## src/dcc_pkg.sv

```systemverilog
// Package with register map, field positions and encodings of the channel control block.
package dcc_pkg;
    // Printed offsets are not all multiples of four, so each is kept as an index; byte address is four times it.
    localparam logic [31:0] CTRL_IDX = 32'h5000351c;
    localparam logic [31:0] ITEM_IDX_IDX = 32'h5000351e;
    localparam logic [31:0] SRC_LO_IDX = 32'h50003520;
    localparam logic [31:0] SRC_HI_IDX = 32'h50003522;
    localparam logic [31:0] DST_LO_IDX = 32'h50003524;
    localparam logic [31:0] DST_HI_IDX = 32'h50003526;
    // Registers not printed in this range, placed in a free window.
    localparam logic [31:0] LEN_IDX = 32'h50003540;
    localparam logic [31:0] INT_CNT_IDX = 32'h50003541;
    localparam logic [31:0] STATUS_IDX = 32'h50003542;
    localparam int ADDR_W = 34;
    localparam logic [15:0] CTRL_RESET = 16'h0000;
    localparam logic [15:0] CTRL_WMASK = 16'h3fff;
    localparam int F_ON = 0;
    localparam int F_WIDTH_LO = 1;
    localparam int F_IRQ_EN = 3;
    localparam int F_TRIG_MODE = 4;
    localparam int F_DST_INC = 5;
    localparam int F_SRC_INC = 6;
    localparam int F_CIRC = 7;
    localparam int F_PRIO_LO = 8;
    localparam int F_SENSE = 13;
    localparam logic [1:0] W_BYTE = 2'h0;
    localparam logic [1:0] W_HALF = 2'h1;
    localparam logic [1:0] W_WORD = 2'h2;
    localparam int NCH = 4;
    localparam logic [1:0] OWN_CH = 2'h1;
    typedef enum logic [1:0] {ST_IDLE, ST_REQ, ST_XFER, ST_DONE} dcc_state_t;
    function automatic logic [31:0] dcc_step(input logic [1:0] w);
        case (w)
            W_HALF: dcc_step = 32'h2;
            W_WORD: dcc_step = 32'h4;
            default: dcc_step = 32'h1;
        endcase
    endfunction
endpackage

```

## src/dcc_arbiter.sv

```systemverilog
// Fixed-priority arbiter: highest priority value wins, ties go to the lowest channel number.
module dcc_arbiter (
    input wire logic [dcc_pkg::NCH-1:0] req,
    input wire logic [dcc_pkg::NCH*3-1:0] prio,
    output logic [dcc_pkg::NCH-1:0] grant
);
    import dcc_pkg::*;
    logic [2:0] best;
    logic found;
    always_comb begin
        best = 3'h0;
        found = 1'b0;
        grant = '0;
        for (int i = 0; i < NCH; i++) begin
            if (req[i] && (!found || prio[i*3 +: 3] > best)) begin
                best = prio[i*3 +: 3];
                found = 1'b1;
            end
        end
        for (int i = 0; i < NCH; i++) begin
            if (req[i] && prio[i*3 +: 3] == best && grant == '0) begin
                grant[i] = 1'b1;
            end
        end
    end
endmodule

```

## src/dcc_addr_gen.sv

```systemverilog
// Address generator: start address plus index times step when increments are on.
module dcc_addr_gen (
    input wire logic [31:0] start,
    input wire logic [15:0] index,
    input wire logic inc_en,
    input wire logic [1:0] width,
    output logic [31:0] addr
);
    import dcc_pkg::*;
    logic [31:0] off;
    always_comb begin
        off = 32'({16'h0, index} * dcc_step(width));
        addr = inc_en ? start + off : start;
    end
endmodule

```

## src/dcc_channel.sv

```systemverilog
// One DMA channel: APB register file, request logic, sequencer and arbitration with peers.
module dcc_channel (
    input wire logic pclk,
    input wire logic presetn,
    input wire logic psel,
    input wire logic penable,
    input wire logic pwrite,
    input wire logic [31:0] paddr,
    input wire logic [31:0] pwdata,
    output logic [31:0] prdata,
    output logic pready,
    output logic pslverr,
    input wire logic periph_req,
    input wire logic [dcc_pkg::NCH-1:0] other_bus_req,
    input wire logic [dcc_pkg::NCH*3-1:0] other_prio,
    input wire logic bus_done,
    output logic bus_req,
    output logic bus_grant,
    output logic [31:0] src_addr,
    output logic [31:0] dst_addr,
    output logic [1:0] item_width,
    output logic xfer_active,
    output logic irq
);
    import dcc_pkg::*;

    logic [15:0] ctrl_q;
    logic [15:0] src_lo_q;
    logic [15:0] src_hi_q;
    logic [15:0] dst_lo_q;
    logic [15:0] dst_hi_q;
    logic [15:0] len_q;
    logic [15:0] int_cnt_q;
    logic [15:0] item_index_q;
    logic [15:0] item_index_d;
    logic irq_q;
    logic req_s1_q;
    logic req_s2_q;
    logic req_prev_q;
    logic trig_pend_q;
    logic [31:0] rdata_d;
    logic [31:0] prdata_q;
    logic wr_en;
    logic addr_ok;
    logic [NCH-1:0] all_req;
    logic [NCH*3-1:0] all_prio;
    logic [NCH-1:0] grants;
    logic item_done;
    logic last_item;
    logic clear_on;
    dcc_state_t state_q;
    logic [31:0] src_calc;
    logic [31:0] dst_calc;

    // The bus carries the low 32 bits of the byte address; the dropped top bits are equal for every register.
    function automatic logic hit(input logic [31:0] a, input logic [31:0] idx);
        logic [ADDR_W-1:0] ba;
        ba = {idx, 2'b00};
        hit = (a == ba[31:0]);
    endfunction

    wire logic channel_on = ctrl_q[F_ON];
    wire logic trig_mode = ctrl_q[F_TRIG_MODE];
    wire logic edge_sense = ctrl_q[F_SENSE];
    wire logic [1:0] width = ctrl_q[F_WIDTH_LO +: 2];

    // APB slave: zero wait states, unmapped addresses answer with an error.
    assign pready = 1'b1;
    assign addr_ok = hit(paddr, CTRL_IDX) || hit(paddr, ITEM_IDX_IDX) || hit(paddr, SRC_LO_IDX)
        || hit(paddr, SRC_HI_IDX) || hit(paddr, DST_LO_IDX) || hit(paddr, DST_HI_IDX)
        || hit(paddr, LEN_IDX) || hit(paddr, INT_CNT_IDX) || hit(paddr, STATUS_IDX);
    assign pslverr = psel && penable && !addr_ok;
    assign wr_en = psel && penable && pwrite && addr_ok;
    assign prdata = prdata_q;

    always_comb begin
        rdata_d = 32'h0;
        if (hit(paddr, CTRL_IDX)) rdata_d = {16'h0, ctrl_q};
        else if (hit(paddr, ITEM_IDX_IDX)) rdata_d = {16'h0, item_index_q};
        else if (hit(paddr, SRC_LO_IDX)) rdata_d = {16'h0, src_lo_q};
        else if (hit(paddr, SRC_HI_IDX)) rdata_d = {16'h0, src_hi_q};
        else if (hit(paddr, DST_LO_IDX)) rdata_d = {16'h0, dst_lo_q};
        else if (hit(paddr, DST_HI_IDX)) rdata_d = {16'h0, dst_hi_q};
        else if (hit(paddr, LEN_IDX)) rdata_d = {16'h0, len_q};
        else if (hit(paddr, INT_CNT_IDX)) rdata_d = {16'h0, int_cnt_q};
        else if (hit(paddr, STATUS_IDX)) rdata_d = {28'h0, trig_pend_q, irq_q, xfer_active, bus_req};
    end

    // Read data is registered in the setup cycle so it is stable in the access cycle.
    always_ff @(posedge pclk or negedge presetn) begin
        if (!presetn) begin
            prdata_q <= 32'h0;
        end else if (psel && !penable && !pwrite) begin
            prdata_q <= rdata_d;
        end
    end

    always_ff @(posedge pclk or negedge presetn) begin
        if (!presetn) begin
            src_lo_q <= 16'h0;
            src_hi_q <= 16'h0;
            dst_lo_q <= 16'h0;
            dst_hi_q <= 16'h0;
            len_q <= 16'h0;
            int_cnt_q <= 16'h0;
        end else if (wr_en) begin
            if (hit(paddr, SRC_LO_IDX)) src_lo_q <= pwdata[15:0];
            if (hit(paddr, SRC_HI_IDX)) src_hi_q <= pwdata[15:0];
            if (hit(paddr, DST_LO_IDX)) dst_lo_q <= pwdata[15:0];
            if (hit(paddr, DST_HI_IDX)) dst_hi_q <= pwdata[15:0];
            if (hit(paddr, LEN_IDX)) len_q <= pwdata[15:0];
            if (hit(paddr, INT_CNT_IDX)) int_cnt_q <= pwdata[15:0];
        end
    end

    // Hardware clear of enable loses to a software write of the control register in the same cycle; the written value is kept.
    always_ff @(posedge pclk or negedge presetn) begin
        if (!presetn) begin
            ctrl_q <= CTRL_RESET;
        end else if (wr_en && hit(paddr, CTRL_IDX)) begin
            ctrl_q <= pwdata[15:0] & CTRL_WMASK;
        end else if (clear_on) begin
            ctrl_q[F_ON] <= 1'b0;
        end
    end

    // Peripheral request crosses from outside: two flip-flops before use.
    always_ff @(posedge pclk or negedge presetn) begin
        if (!presetn) begin
            req_s1_q <= 1'b0;
            req_s2_q <= 1'b0;
            req_prev_q <= 1'b0;
        end else begin
            req_s1_q <= periph_req;
            req_s2_q <= req_s1_q;
            req_prev_q <= req_s2_q;
        end
    end

    // A pending trigger is taken by the level, or caught on a rising edge and held.
    always_ff @(posedge pclk or negedge presetn) begin
        if (!presetn) begin
            trig_pend_q <= 1'b0;
        end else if (!channel_on) begin
            trig_pend_q <= 1'b0;
        end else if (edge_sense && req_s2_q && !req_prev_q) begin
            trig_pend_q <= 1'b1;
        end else if (item_done) begin
            trig_pend_q <= 1'b0;
        end
    end

    wire logic trig_now = edge_sense ? trig_pend_q : req_s2_q;

    assign bus_req = channel_on && (state_q == ST_REQ) && (!trig_mode || trig_now);
    // The own channel's bit of the peer request vector is ignored; only bus_req stands there.
    assign all_req = (other_bus_req & ~(NCH'(1) << OWN_CH)) | (NCH'(bus_req) << OWN_CH);
    always_comb begin
        all_prio = other_prio;
        all_prio[int'(OWN_CH)*3 +: 3] = ctrl_q[F_PRIO_LO +: 3];
    end

    dcc_arbiter u_arb (
        .req(all_req),
        .prio(all_prio),
        .grant(grants)
    );

    assign bus_grant = grants[OWN_CH];
    assign item_done = (state_q == ST_XFER) && bus_done;
    assign last_item = (item_index_q == len_q);
    assign clear_on = item_done && last_item && !ctrl_q[F_CIRC];
    assign xfer_active = (state_q == ST_XFER);

    always_ff @(posedge pclk or negedge presetn) begin
        if (!presetn) begin
            state_q <= ST_IDLE;
        end else if (!channel_on) begin
            state_q <= ST_IDLE;
        end else begin
            case (state_q)
                ST_IDLE: state_q <= ST_REQ;
                ST_REQ: if (bus_req && bus_grant) state_q <= ST_XFER;
                ST_XFER: if (bus_done) state_q <= (last_item && !ctrl_q[F_CIRC]) ? ST_DONE : ST_REQ;
                ST_DONE: state_q <= ST_IDLE;
                default: state_q <= ST_IDLE;
            endcase
        end
    end

    always_comb begin
        item_index_d = item_index_q;
        if (!channel_on) item_index_d = 16'h0;
        else if (item_done) item_index_d = last_item ? 16'h0 : item_index_q + 16'h1;
    end

    always_ff @(posedge pclk or negedge presetn) begin
        if (!presetn) begin
            item_index_q <= 16'h0;
        end else begin
            item_index_q <= item_index_d;
        end
    end

    // Interrupt is a one-cycle pulse, checked against the index before it advances.
    always_ff @(posedge pclk or negedge presetn) begin
        if (!presetn) begin
            irq_q <= 1'b0;
        end else begin
            irq_q <= item_done && ctrl_q[F_IRQ_EN] && (int_cnt_q == item_index_q);
        end
    end
    assign irq = irq_q;

    dcc_addr_gen u_src (
        .start({src_hi_q, src_lo_q}),
        .index(item_index_q),
        .inc_en(ctrl_q[F_SRC_INC]),
        .width(width),
        .addr(src_calc)
    );

    dcc_addr_gen u_dst (
        .start({dst_hi_q, dst_lo_q}),
        .index(item_index_q),
        .inc_en(ctrl_q[F_DST_INC]),
        .width(width),
        .addr(dst_calc)
    );

    always_ff @(posedge pclk or negedge presetn) begin
        if (!presetn) begin
            src_addr <= 32'h0;
            dst_addr <= 32'h0;
            item_width <= W_BYTE;
        end else begin
            src_addr <= src_calc;
            dst_addr <= dst_calc;
            item_width <= width;
        end
    end
endmodule

```

## config.mk

```make
export PLATFORM = sky130hd
export DESIGN_NAME = dcc_channel
export DESIGN_NICKNAME = d
export VERILOG_FILES = /design/src/dcc_pkg.sv /design/src/dcc_arbiter.sv /design/src/dcc_addr_gen.sv /design/src/dcc_channel.sv
export SDC_FILE = /design/constraint.sdc
export NUM_CORES = 1
export LEC_CHECK = 0
export BUFFER_PORTS_ARGS = -buffer_cell sky130_fd_sc_hd__buf_4
export CORE_ASPECT_RATIO = 1.25
export CORE_MARGIN = 8
export CORE_UTILIZATION = 32
export DETAILED_ROUTE_END_ITERATION = 10
export PLACE_DENSITY = 0.54
export SETUP_SLACK_MARGIN = 0.05
export SYNTH_ARGS = -nofsm -noshare
export SYNTH_HDL_FRONTEND = slang
export SYNTH_HIERARCHICAL = 1
export SYNTH_SLANG_ARGS = --single-unit
```

## constraint.sdc

```tcl
create_clock -name pclk -period 24.5 [get_ports pclk]
set_input_delay 7.35 -clock pclk [delete_from_list [all_inputs] [get_ports pclk]]
set_output_delay 7.35 -clock pclk [all_outputs]
set_load 0.1 [all_outputs]
```

Word-level counts from Yosys, hierarchy flattened
Index checks and enable logic that the tools add are counted.

word-level totals
  output and inout port bits = 104
  flip-flop bits (word level) = 231
  input port bits = 87

cells by class
  bitwise logic cells = 2
  order comparisons = 3
  multiplexer cells = 35
  equality and inequality tests = 22
  reduce and logical (&&, ||, !) cells = 54
  $mul = 1
  $add $sub $neg = 3

operators by type and width
  operator                                          number
  == test 32 x 31 -> 1 bit (second input constant)  9
  2-to-1 mux 16 bit                                 11
  adder 32 bit                                      2
  2-to-1 mux 32 bit                                 2
  == test 16 bit                                    2
  logical AND 1 bit                                 24
  multiplier 16 x 3 -> 19 bit                       1
  adder 16 x 1 -> 16 bit (second input constant)    1
  AND reduction 2 bit                               7
  logical OR 1 bit                                  12
  2-to-1 mux 3 bit                                  4
  2-to-1 mux 1 bit                                  11
  greater-than comparator 3 bit                     3
  logical NOT 1 bit                                 9
  2-to-1 mux 2 bit                                  4
  one-hot mux 2 bit (4 select lines)                1
  == test 2 bit (second input constant)             3
  == test 3 bit                                     2
  one-hot mux 3 bit (2 select lines)                1
  == test 2 x 1 -> 1 bit (second input constant)    2
  2-to-1 mux 4 bit                                  1
  OR 4 x 2 -> 4 bit                                 1
  != test 3 x 1 -> 1 bit (second input constant)    1
  != test 3 x 2 -> 1 bit (second input constant)    1
  5 further kinds                                   5

Depth between registers and ports, before layout
Gate-level depths: netlist of run 1.

  depth in word-level cells = 27
  gate-level depth with buffers = 25
  gate-level depth less buffers = 24

Modules after synthesis
The synthesis of run 1 kept the hierarchy.

modules (own cells, without submodules)
  module                times used  area each (um^2)  cells each
  dcc_channel           1           9,784.4           824
  dcc_addr_gen (u_dst)  1           2,808.9           368
  dcc_addr_gen (u_src)  1           2,695.1           370
  dcc_arbiter           1           705.7             90

Worst setup path after synthesis of run 1
OpenSTA, ideal clock, no wires.

  path kind = input port to output port
  from = in other_bus_req[0] in the netlist's numbering
  to = out bus_grant
  stages = 21
  path slack = 4,300 ps
  data required time = 17,150 ps
  data arrival time = 12,850 ps
  path through = buf_2 -> nand2_1 -> ha_1 -> and3b_1 -> o21ai_1 -> a21oi_1 -> or2_2 -> inv_1 -> ha_1 -> nor2b_4 -> o311a_4 -> o21a_4 -> o32ai_2 -> ha_1 -> a21oi_1 -> a32oi_1 -> o21ai_1 -> mux2i_4 -> xnor2_1 -> and4_4 -> nor2b_1

on the way
  longest elaborated chain between the ends = 20
  elaborated cells on any way between the ends = 28

RTL lines
  element                                                             line                text
  start, declared                                                     dcc_channel.sv:14   input wire logic [dcc_pkg::NCH-1:0] other_bus_req,
  OR 4 x 2 -> 4 bit (*)                                               dcc_channel.sv:157  assign all_req = (other_bus_req & ~(NCH'(1) << OWN_CH)) | (NCH'(bus_req) << OWN_CH);
  2-to-1 mux 3 bit or 2-to-1 mux 1 bit (tied branches)                dcc_arbiter.sv:15   if (req[i] && (!found || prio[i*3 +: 3] > best)) begin
  greater-than comparator 3 bit or logical NOT 1 bit (tied branches)  dcc_arbiter.sv:15
  logical OR 1 bit                                                    dcc_arbiter.sv:15
  logical AND 1 bit                                                   dcc_arbiter.sv:15
  2-to-1 mux 3 bit or 2-to-1 mux 1 bit (tied branches)                dcc_arbiter.sv:15
  greater-than comparator 3 bit or logical NOT 1 bit (tied branches)  dcc_arbiter.sv:15
  logical OR 1 bit                                                    dcc_arbiter.sv:15
  [... 4 more ...]                                                    -
  logical AND 1 bit                                                   dcc_arbiter.sv:15
  2-to-1 mux 3 bit                                                    dcc_arbiter.sv:15
  == test 3 bit                                                       dcc_arbiter.sv:21   if (req[i] && prio[i*3 +: 3] == best && grant == '0) begin
  logical AND 1 bit                                                   dcc_arbiter.sv:21
  2-to-1 mux 1 bit                                                    dcc_arbiter.sv:21
  inverter 1 bit                                                      dcc_arbiter.sv:21
  logical AND 1 bit (*)                                               dcc_arbiter.sv:21
  2-to-1 mux 1 bit (*)                                                dcc_arbiter.sv:21
  end, declared                                                       dcc_channel.sv:18   output logic bus_grant,

Mark *: on every way between the ends. The rest lies on a longest branch, timed or not.

Worst setup path after layout of run 1
Same ends and word-level chain as after synthesis.

==> results of run 1 <==
metrics by stage:
step,cells,hold WS (ns)
after floorplan,1646,0.331
after global placement,2380,0.334
after detailed placement,2380,0.337
after CTS,2425,0.350
after global routing,2425,0.360
final,2425,0.349
how the worst max path moves through the flow:
stage	endpoint	slack, ns	depth (start not counted)
after floorplan	bus_grant	4.59	20
after global placement	bus_grant	5.13	22
after detailed placement	bus_grant	5.05	22
after CTS	bus_grant	5.02	22
after global routing	bus_grant	4.74	23
final	bus_grant	5.06	22
layout by cell type (no fill, tap or decap), types with 32 or more instances in the layout:
master / n
sky130_fd_sc_hd__xor2_1: 36
sky130_fd_sc_hd__inv_1: 180
sky130_fd_sc_hd__a21oi_1: 57
sky130_fd_sc_hd__nor2_1: 60
sky130_fd_sc_hd__mux2_2: 105
sky130_fd_sc_hd__buf_4: 166
sky130_fd_sc_hd__and2_1: 104
sky130_fd_sc_hd__o21ai_0: 69
sky130_fd_sc_hd__mux2i_1: 32
sky130_fd_sc_hd__fa_1: 62
sky130_fd_sc_hd__dfrtp_1: 215
sky130_fd_sc_hd__nand2_1: 102
sky130_fd_sc_hd__ha_1: 58
sky130_fd_sc_hd__nand3_1: 37
sky130_fd_sc_hd__xnor2_1: 47
critical path, delay by kind of cell:
family                   cells  cell delay, ns
AO/OA/AOI/OAI                8            1.64
XOR/XNOR                     1            0.14
adder cells (fa/ha/maj)      3            0.88
buffers and inverters        3            0.55
multiplexers                 1            0.31
AND/OR/NAND/NOR              6            1.20
power by group:
group | switching [uW] | internal, uW
Sequential | 0.127 | 355
Combinational | 39.2 | 16.4
Clock | 155 | 240
Total | 194 | 611
per-layer routing:
metal  up-vias  share of wire  wire (um)
met5         -              0          0
met4         0          0.051       2660
met3       102          0.048       2540
li1       5898              -          -
met1      6387           0.41      21400
met2       360           0.49      25800
cell type report:
type,instances,area share
clock buffers,36,0.0400
clock inverters,9,0.00700
inverters,180,0.0367
multi-input cells,1167,0.512
flip-flops and latches,215,0.292
well taps,651,0.0442
repair buffers,167,0.0685
state kept, by name, summed over array words and instances (netlist names), 2 cells and up:
register      flops
dst_hi_q         16
prdata           16
ctrl_q           14
state_q           2
len_q            16
src_addr         32
src_lo_q         16
dst_addr         32
item_index_q     16
dst_lo_q         16
src_hi_q         16
int_cnt_q        16
item_width        2
==> impl_metrics.xml, run 1 <==
<?xml version="1.0" encoding="UTF-8"?>
<metrics>
  <group name="sta">
    <metric name="grt_setup_unrepaired" unit="">no</metric>
    <metric name="final-setup-viol-count" unit="">0</metric>
    <metric name="fin_tns_setup" unit="ns">0</metric>
    <metric name="slew-limit-headroom" unit="">0.332</metric>
    <metric name="fmax" unit="MHz">51.4</metric>
    <metric name="fin_worst_skew" unit="ns">0.00860</metric>
    <metric name="worstMarginPinSlew" unit="ns">0.994</metric>
    <metric name="timing.final.hold_violations" unit="">0</metric>
    <metric name="final_max_slew_viol_count" unit="">0</metric>
    <metric name="finalCriticalPeriod" unit="ns">19.44</metric>
    <metric name="final.setup.worst_slack" unit="ns">5.06</metric>
    <metric name="timing.final.crit_share" unit="">0.793</metric>
  </group>
  <group name="detailed_routing">
    <metric name="detail_route.drc_violations" unit="">0</metric>
    <metric name="via_count" unit="">12700</metric>
    <metric name="viasPerCell" unit="">5.26</metric>
    <metric name="drt_pre_antenna_iters" unit="">5</metric>
    <metric name="detail_route.wl_per_cell" unit="um">21.6</metric>
    <metric name="detail_route.wirelength" unit="um">52400</metric>
    <metric name="drtIter0Drc" unit="">848</metric>
    <metric name="ant_nets" unit="">0</metric>
  </group>
  <group name="min_path">
    <metric name="min_delay_worst_endpoint" unit="">req_s2_q</metric>
    <metric name="worst_hold_startpoint" unit="">req_s1_q</metric>
    <metric name="hold_path_cell_cnt" unit="">0</metric>
    <metric name="timing.hold.worst.class" unit="">register to register</metric>
  </group>
  <group name="clock_network">
    <metric name="cts.repair_timing.setup_buffer_count" unit="">0</metric>
    <metric name="clock_insertion_delay_worst_skew" unit="ns">0.55</metric>
    <metric name="clock_tree.htree_level_count" unit="">1</metric>
    <metric name="numCtsBuffers" unit="">25</metric>
    <metric name="cts_tree" unit="">done</metric>
    <metric name="cts_resized" unit="">0</metric>
    <metric name="ctsRootBufferMaster" unit="">sky130_fd_sc_hd__clkbuf_16</metric>
    <metric name="cts_max_path_buffers" unit="">3</metric>
    <metric name="cts_sinks" unit="">215</metric>
    <metric name="hold_fix_buffer_count_after_cts" unit="">0</metric>
    <metric name="worst_setup_hold_path_clk_slew" unit="ns">0.05</metric>
  </group>
  <group name="power">
    <metric name="total_power" unit="uW">806</metric>
    <metric name="pwr_density_cell" unit="nW/um^2">43.7</metric>
    <metric name="leakage" unit="uW">0.00891</metric>
    <metric name="vdd_ir_drop_max" unit="mV">0.0427</metric>
  </group>
  <group name="finish">
    <metric name="diodes" unit="">0</metric>
    <metric name="final_cell_area" unit="um^2">18400</metric>
    <metric name="multiInputGateArea" unit="um^2">9420</metric>
    <metric name="area_growth_syn_to_layout" unit="%">16.3</metric>
    <metric name="final_net_count" unit="">1963</metric>
    <metric name="drive_above_1_share" unit="">0.206</metric>
    <metric name="post-route-util" unit="">0.374</metric>
    <metric name="filler_cells_inserted" unit="">4974</metric>
    <metric name="final-seq-area" unit="um^2">5380</metric>
  </group>
  <group name="setup_path">
    <metric name="timing.critical_path.from" unit="">other_bus_req[0]</metric>
    <metric name="rr_worst_depth" unit="">23</metric>
    <metric name="worstSetupEndpointType" unit="">primary output</metric>
    <metric name="r2r_end" unit="">state_q[1]</metric>
    <metric name="critical_path_arrival" unit="ns">12.09</metric>
    <metric name="critPathMaxFanout" unit="">9</metric>
    <metric name="worst_ep_required_time" unit="ns">17.15</metric>
    <metric name="timing.critical_path.cells" unit="">buf_4, nand2_1, ha_1, and3b_1, o21ai_1, a21oi_1, or2_2, inv_1, ha_1, nor2b_4, o311a_4, o21a_4, o32ai_2, ha_1, a21oi_1, a32oi_1, o21ai_1, mux2i_4, xnor2_1, and4_4, nor2b_1, buf_4</metric>
    <metric name="regToRegSetupSlack" unit="ns">19.35</metric>
    <metric name="path_type_of_the_worst_setup_path" unit="">input port to primary output</metric>
    <metric name="critPathSlowestCell" unit="">sky130_fd_sc_hd__buf_4</metric>
    <metric name="critPathMaxStageDelay" unit="ns">0.35</metric>
    <metric name="worst_r2r_startpoint" unit="">ctrl_q[13]</metric>
    <metric name="critical_path.most_common_cell" unit="">sky130_fd_sc_hd__ha_1</metric>
    <metric name="element_type_at_the_critical_path_start" unit="">input port</metric>
  </group>
  <group name="yosys">
    <metric name="yosysWarningCount" unit="">6</metric>
    <metric name="postSynthCellCount" unit="">1631</metric>
    <metric name="synthesis.area" unit="um^2">15800</metric>
    <metric name="synthesized_area_per_cell" unit="um^2">9.71</metric>
  </group>
  <group name="global_route">
    <metric name="global_route_wire_length_before_repair" unit="um">79600</metric>
    <metric name="first_global_vias" unit="">13200</metric>
    <metric name="use_met3" unit="">0.0234</metric>
    <metric name="top_usage_layer" unit="">met2</metric>
    <metric name="antenna_violations_before_repair" unit="">0</metric>
    <metric name="globalRouteOverflowTotal" unit="">0</metric>
    <metric name="globalRouteMet1Util" unit="">0.215</metric>
    <metric name="grt_util_met2" unit="">0.315</metric>
    <metric name="grt_max_degree" unit="">91</metric>
    <metric name="grt_use_total" unit="">0.179</metric>
  </group>
  <group name="outcome">
    <metric name="status" unit="">finished, final reports clean</metric>
  </group>
  <group name="place">
    <metric name="dpl_cell_area" unit="um^2">17600</metric>
    <metric name="place_ws" unit="ns">5.05</metric>
    <metric name="gp_congestion" unit="">0.914</metric>
    <metric name="placement.io_buffers" unit="">153</metric>
    <metric name="place.detailed.hpwl" unit="um">40900</metric>
  </group>
  <group name="floorplan">
    <metric name="io_pins" unit="">191</metric>
    <metric name="fp.coreArea" unit="um^2">49200</metric>
    <metric name="initial_core_util" unit="">0.322</metric>
    <metric name="num_rows" unit="">91</metric>
    <metric name="chipWidth" unit="um">215</metric>
    <metric name="die_y" unit="um">265</metric>
    <metric name="die_area" unit="um^2">56900</metric>
  </group>
  <group name="job">
    <metric name="drv_cap" unit="">0</metric>
  </group>
</metrics>
(Power assumes the default switching activity.)
==> run 2, diff against run 1 <==
- PLACE_DENSITY: 0.54 -> 0.56
- clock period: 24.5 -> 17.7 ns (I/O delays scaled with it)
==> impl_metrics.xml, run 2 (synthesized netlist as in run 1, its figures left out) <==
<?xml version="1.0" encoding="UTF-8"?>
<metrics>
  <group name="clock_network">
    <metric name="ctsRootBufferMaster" unit="">sky130_fd_sc_hd__clkbuf_16</metric>
    <metric name="numCtsBuffers" unit="">25</metric>
    <metric name="worst_setup_hold_path_clk_slew" unit="ns">0.06</metric>
    <metric name="cts_max_path_buffers" unit="">3</metric>
    <metric name="cts_resized" unit="">0</metric>
    <metric name="cts.repair_timing.setup_buffer_count" unit="">0</metric>
    <metric name="cts_tree" unit="">done</metric>
    <metric name="cts_sinks" unit="">215</metric>
    <metric name="hold_fix_buffer_count_after_cts" unit="">0</metric>
    <metric name="clock_tree.htree_level_count" unit="">1</metric>
    <metric name="clock_insertion_delay_worst_skew" unit="ns">0.55</metric>
  </group>
  <group name="floorplan">
    <metric name="initial_core_util" unit="">0.322</metric>
    <metric name="fp.coreArea" unit="um^2">49200</metric>
    <metric name="num_rows" unit="">91</metric>
    <metric name="die_y" unit="um">265</metric>
    <metric name="io_pins" unit="">191</metric>
    <metric name="die_area" unit="um^2">56900</metric>
    <metric name="chipWidth" unit="um">215</metric>
  </group>
  <group name="detailed_routing">
    <metric name="highest-signal-layer" unit="">met4</metric>
    <metric name="met3_wirelength" unit="um">2400</metric>
    <metric name="met2_length" unit="um">25600</metric>
    <metric name="detail_route.drc_violations" unit="">0</metric>
    <metric name="via_count" unit="">12800</metric>
    <metric name="ant_nets" unit="">0</metric>
    <metric name="detail_route.wirelength" unit="um">52400</metric>
    <metric name="drt_pre_antenna_iters" unit="">5</metric>
    <metric name="drtIter0Drc" unit="">742</metric>
    <metric name="viasPerCell" unit="">5.27</metric>
    <metric name="routedLengthMet1" unit="um">21800</metric>
    <metric name="detail_route.wl_per_cell" unit="um">21.7</metric>
  </group>
  <group name="finish">
    <metric name="final_cell_mix" unit="">sky130_fd_sc_hd__dfrtp_1, sky130_fd_sc_hd__inv_1, sky130_fd_sc_hd__buf_4</metric>
    <metric name="final_cell_area" unit="um^2">18400</metric>
    <metric name="reg.largest.list" unit="">dst_addr: 32 flops, src_addr: 32 flops</metric>
    <metric name="final_net_count" unit="">1959</metric>
    <metric name="diodes" unit="">0</metric>
    <metric name="filler_cells_inserted" unit="">4994</metric>
    <metric name="commonest_non_fill_non_tap_cell_in_the_layout" unit="">sky130_fd_sc_hd__dfrtp_1</metric>
    <metric name="area_growth_syn_to_layout" unit="%">15.9</metric>
    <metric name="drive_above_1_share" unit="">0.204</metric>
  </group>
  <group name="setup_path">
    <metric name="critPathMaxStageDelay" unit="ns">0.35</metric>
    <metric name="critPathSlowestCell" unit="">sky130_fd_sc_hd__buf_4</metric>
    <metric name="timing.critical_path.from" unit="">other_bus_req[0]</metric>
    <metric name="element_type_at_the_critical_path_start" unit="">input port</metric>
    <metric name="critical_path.most_common_cell" unit="">sky130_fd_sc_hd__ha_1</metric>
    <metric name="timing.critical_path.cells" unit="">buf_4, nand2_1, ha_1, and3b_1, o21ai_1, a21oi_1, or2_2, inv_1, ha_1, or2_2, o311a_4, o21a_4, o32ai_2, ha_1, a21oi_1, a32oi_1, o21ai_1, mux2i_4, xnor2_1, and4_4, nor2b_1, buf_4</metric>
    <metric name="path_type_of_the_worst_setup_path" unit="">input port to primary output</metric>
    <metric name="worst_r2r_startpoint" unit="">ctrl_q[13]</metric>
    <metric name="critPathMaxFanout" unit="">9</metric>
    <metric name="critical_path_arrival" unit="ns">10.03</metric>
    <metric name="worst_ep_required_time" unit="ns">12.39</metric>
    <metric name="worstSetupEndpointType" unit="">primary output</metric>
  </group>
  <group name="min_path">
    <metric name="worst_hold_startpoint" unit="">req_s1_q</metric>
    <metric name="timing.hold.worst.class" unit="">register to register</metric>
  </group>
  <group name="sta">
    <metric name="timing.final.hold_violations" unit="">0</metric>
    <metric name="grt_setup_unrepaired" unit="">no</metric>
    <metric name="final_max_slew_viol_count" unit="">0</metric>
    <metric name="timing.final.crit_share" unit="">0.867</metric>
    <metric name="finalCriticalPeriod" unit="ns">15.34</metric>
    <metric name="final-setup-viol-count" unit="">0</metric>
    <metric name="slew-limit-headroom" unit="">0.0442</metric>
    <metric name="fmax" unit="MHz">65.2</metric>
    <metric name="fin_worst_skew" unit="ns">0.0153</metric>
    <metric name="worstMarginPinSlew" unit="ns">1.43</metric>
    <metric name="fin_tns_setup" unit="ns">0</metric>
  </group>
  <group name="global_route">
    <metric name="globalRouteOverflowTotal" unit="">0</metric>
    <metric name="first_global_vias" unit="">13000</metric>
    <metric name="grt_max_degree" unit="">86</metric>
    <metric name="global_route_wire_length_before_repair" unit="um">80200</metric>
    <metric name="antenna_violations_before_repair" unit="">0</metric>
    <metric name="grt_use_total" unit="">0.180</metric>
  </group>
  <group name="place">
    <metric name="gp_congestion" unit="">0.915</metric>
    <metric name="place.detailed.hpwl" unit="um">40700</metric>
    <metric name="placement.io_buffers" unit="">153</metric>
    <metric name="dpl_cell_area" unit="um^2">17500</metric>
  </group>
  <group name="power">
    <metric name="pwr_density_cell" unit="nW/um^2">60.4</metric>
    <metric name="leakage" unit="uW">0.00888</metric>
    <metric name="vdd_ir_drop_max" unit="mV">0.0599</metric>
  </group>
  <group name="job">
    <metric name="drv_cap" unit="">0</metric>
  </group>
  <group name="outcome">
    <metric name="status" unit="">finished, final reports clean</metric>
  </group>
</metrics>
run 2: cell types whose count changed in the layout (fill, tap and decap cells not counted):
cell / delta
sky130_fd_sc_hd__clkbuf_8: -2
sky130_fd_sc_hd__clkinvlp_4: -1
sky130_fd_sc_hd__buf_4: -4
sky130_fd_sc_hd__clkinv_2: -1
sky130_fd_sc_hd__clkinv_4: +2
run 2: final cells by class:
class	instances	area [um^2]	share of cell area
timing repair buffer	163	1230	0.0670
tap	651	815	0.0443
sequential	215	5380	0.293
clock buffer	34	709	0.0386
clock inverter	9	134	0.00729
inverter	180	676	0.0368
multi-input combinational	1167	9420	0.513
run 2: metal layers:
| layer | global-route usage | vias up |
|---|---|---|
| met3 | 0.0236 | 82 |
| li1 | - | 5892 |
| met5 | 0 | - |
| met2 | 0.309 | 380 |
| met1 | 0.220 | 6402 |
| met4 | 0.0875 | 0 |
run 2: where the power goes:
part / internal, uW / total [uW] / switching, uW
combinational: 22.6 / 77.0 / 54.3
sequential: 492 / 492 / 0.139
clock: 323 / 540 / 216
total: 838 / 1110 / 271
run 2: per-stage QoR:
step	power, uW	cells	hold slack (ns)	worst slack, ns	util
after floorplan	545	1646	0.331	1.87	-
after global placement	577	2376	0.339	2.44	0.356
after CTS	1120	2419	0.355	2.33	0.373
after global routing	1150	2419	0.359	2.07	0.373
after detailed placement	579	2376	0.341	2.35	0.356
final	1110	2419	0.354	2.36	0.373
run 2: final timing paths:
check                      slack (ns)  depth (start not counted)     endpoint
max                              2.36                         22    bus_grant
min                              0.35                          0     req_s2_q
max reg2reg                     12.52                         23   state_q[1]
min reg2reg                      0.35                          0     req_s2_q
max in group asynchronous       11.46                          2    prdata[4]
min in group asynchronous        4.73                          1  dst_addr[6]
run 2: worst max-delay path: cells and delay by family:
family | cells | cell delay [ns]
muxes | 1 | 0.33
xor gates and xnor gates | 1 | 0.14
adders and majority gates | 3 | 0.84
buffers and inverters | 3 | 0.54
AOI/OAI and AO/OA | 8 | 1.48
and+or+nand+nor | 6 | 1.39
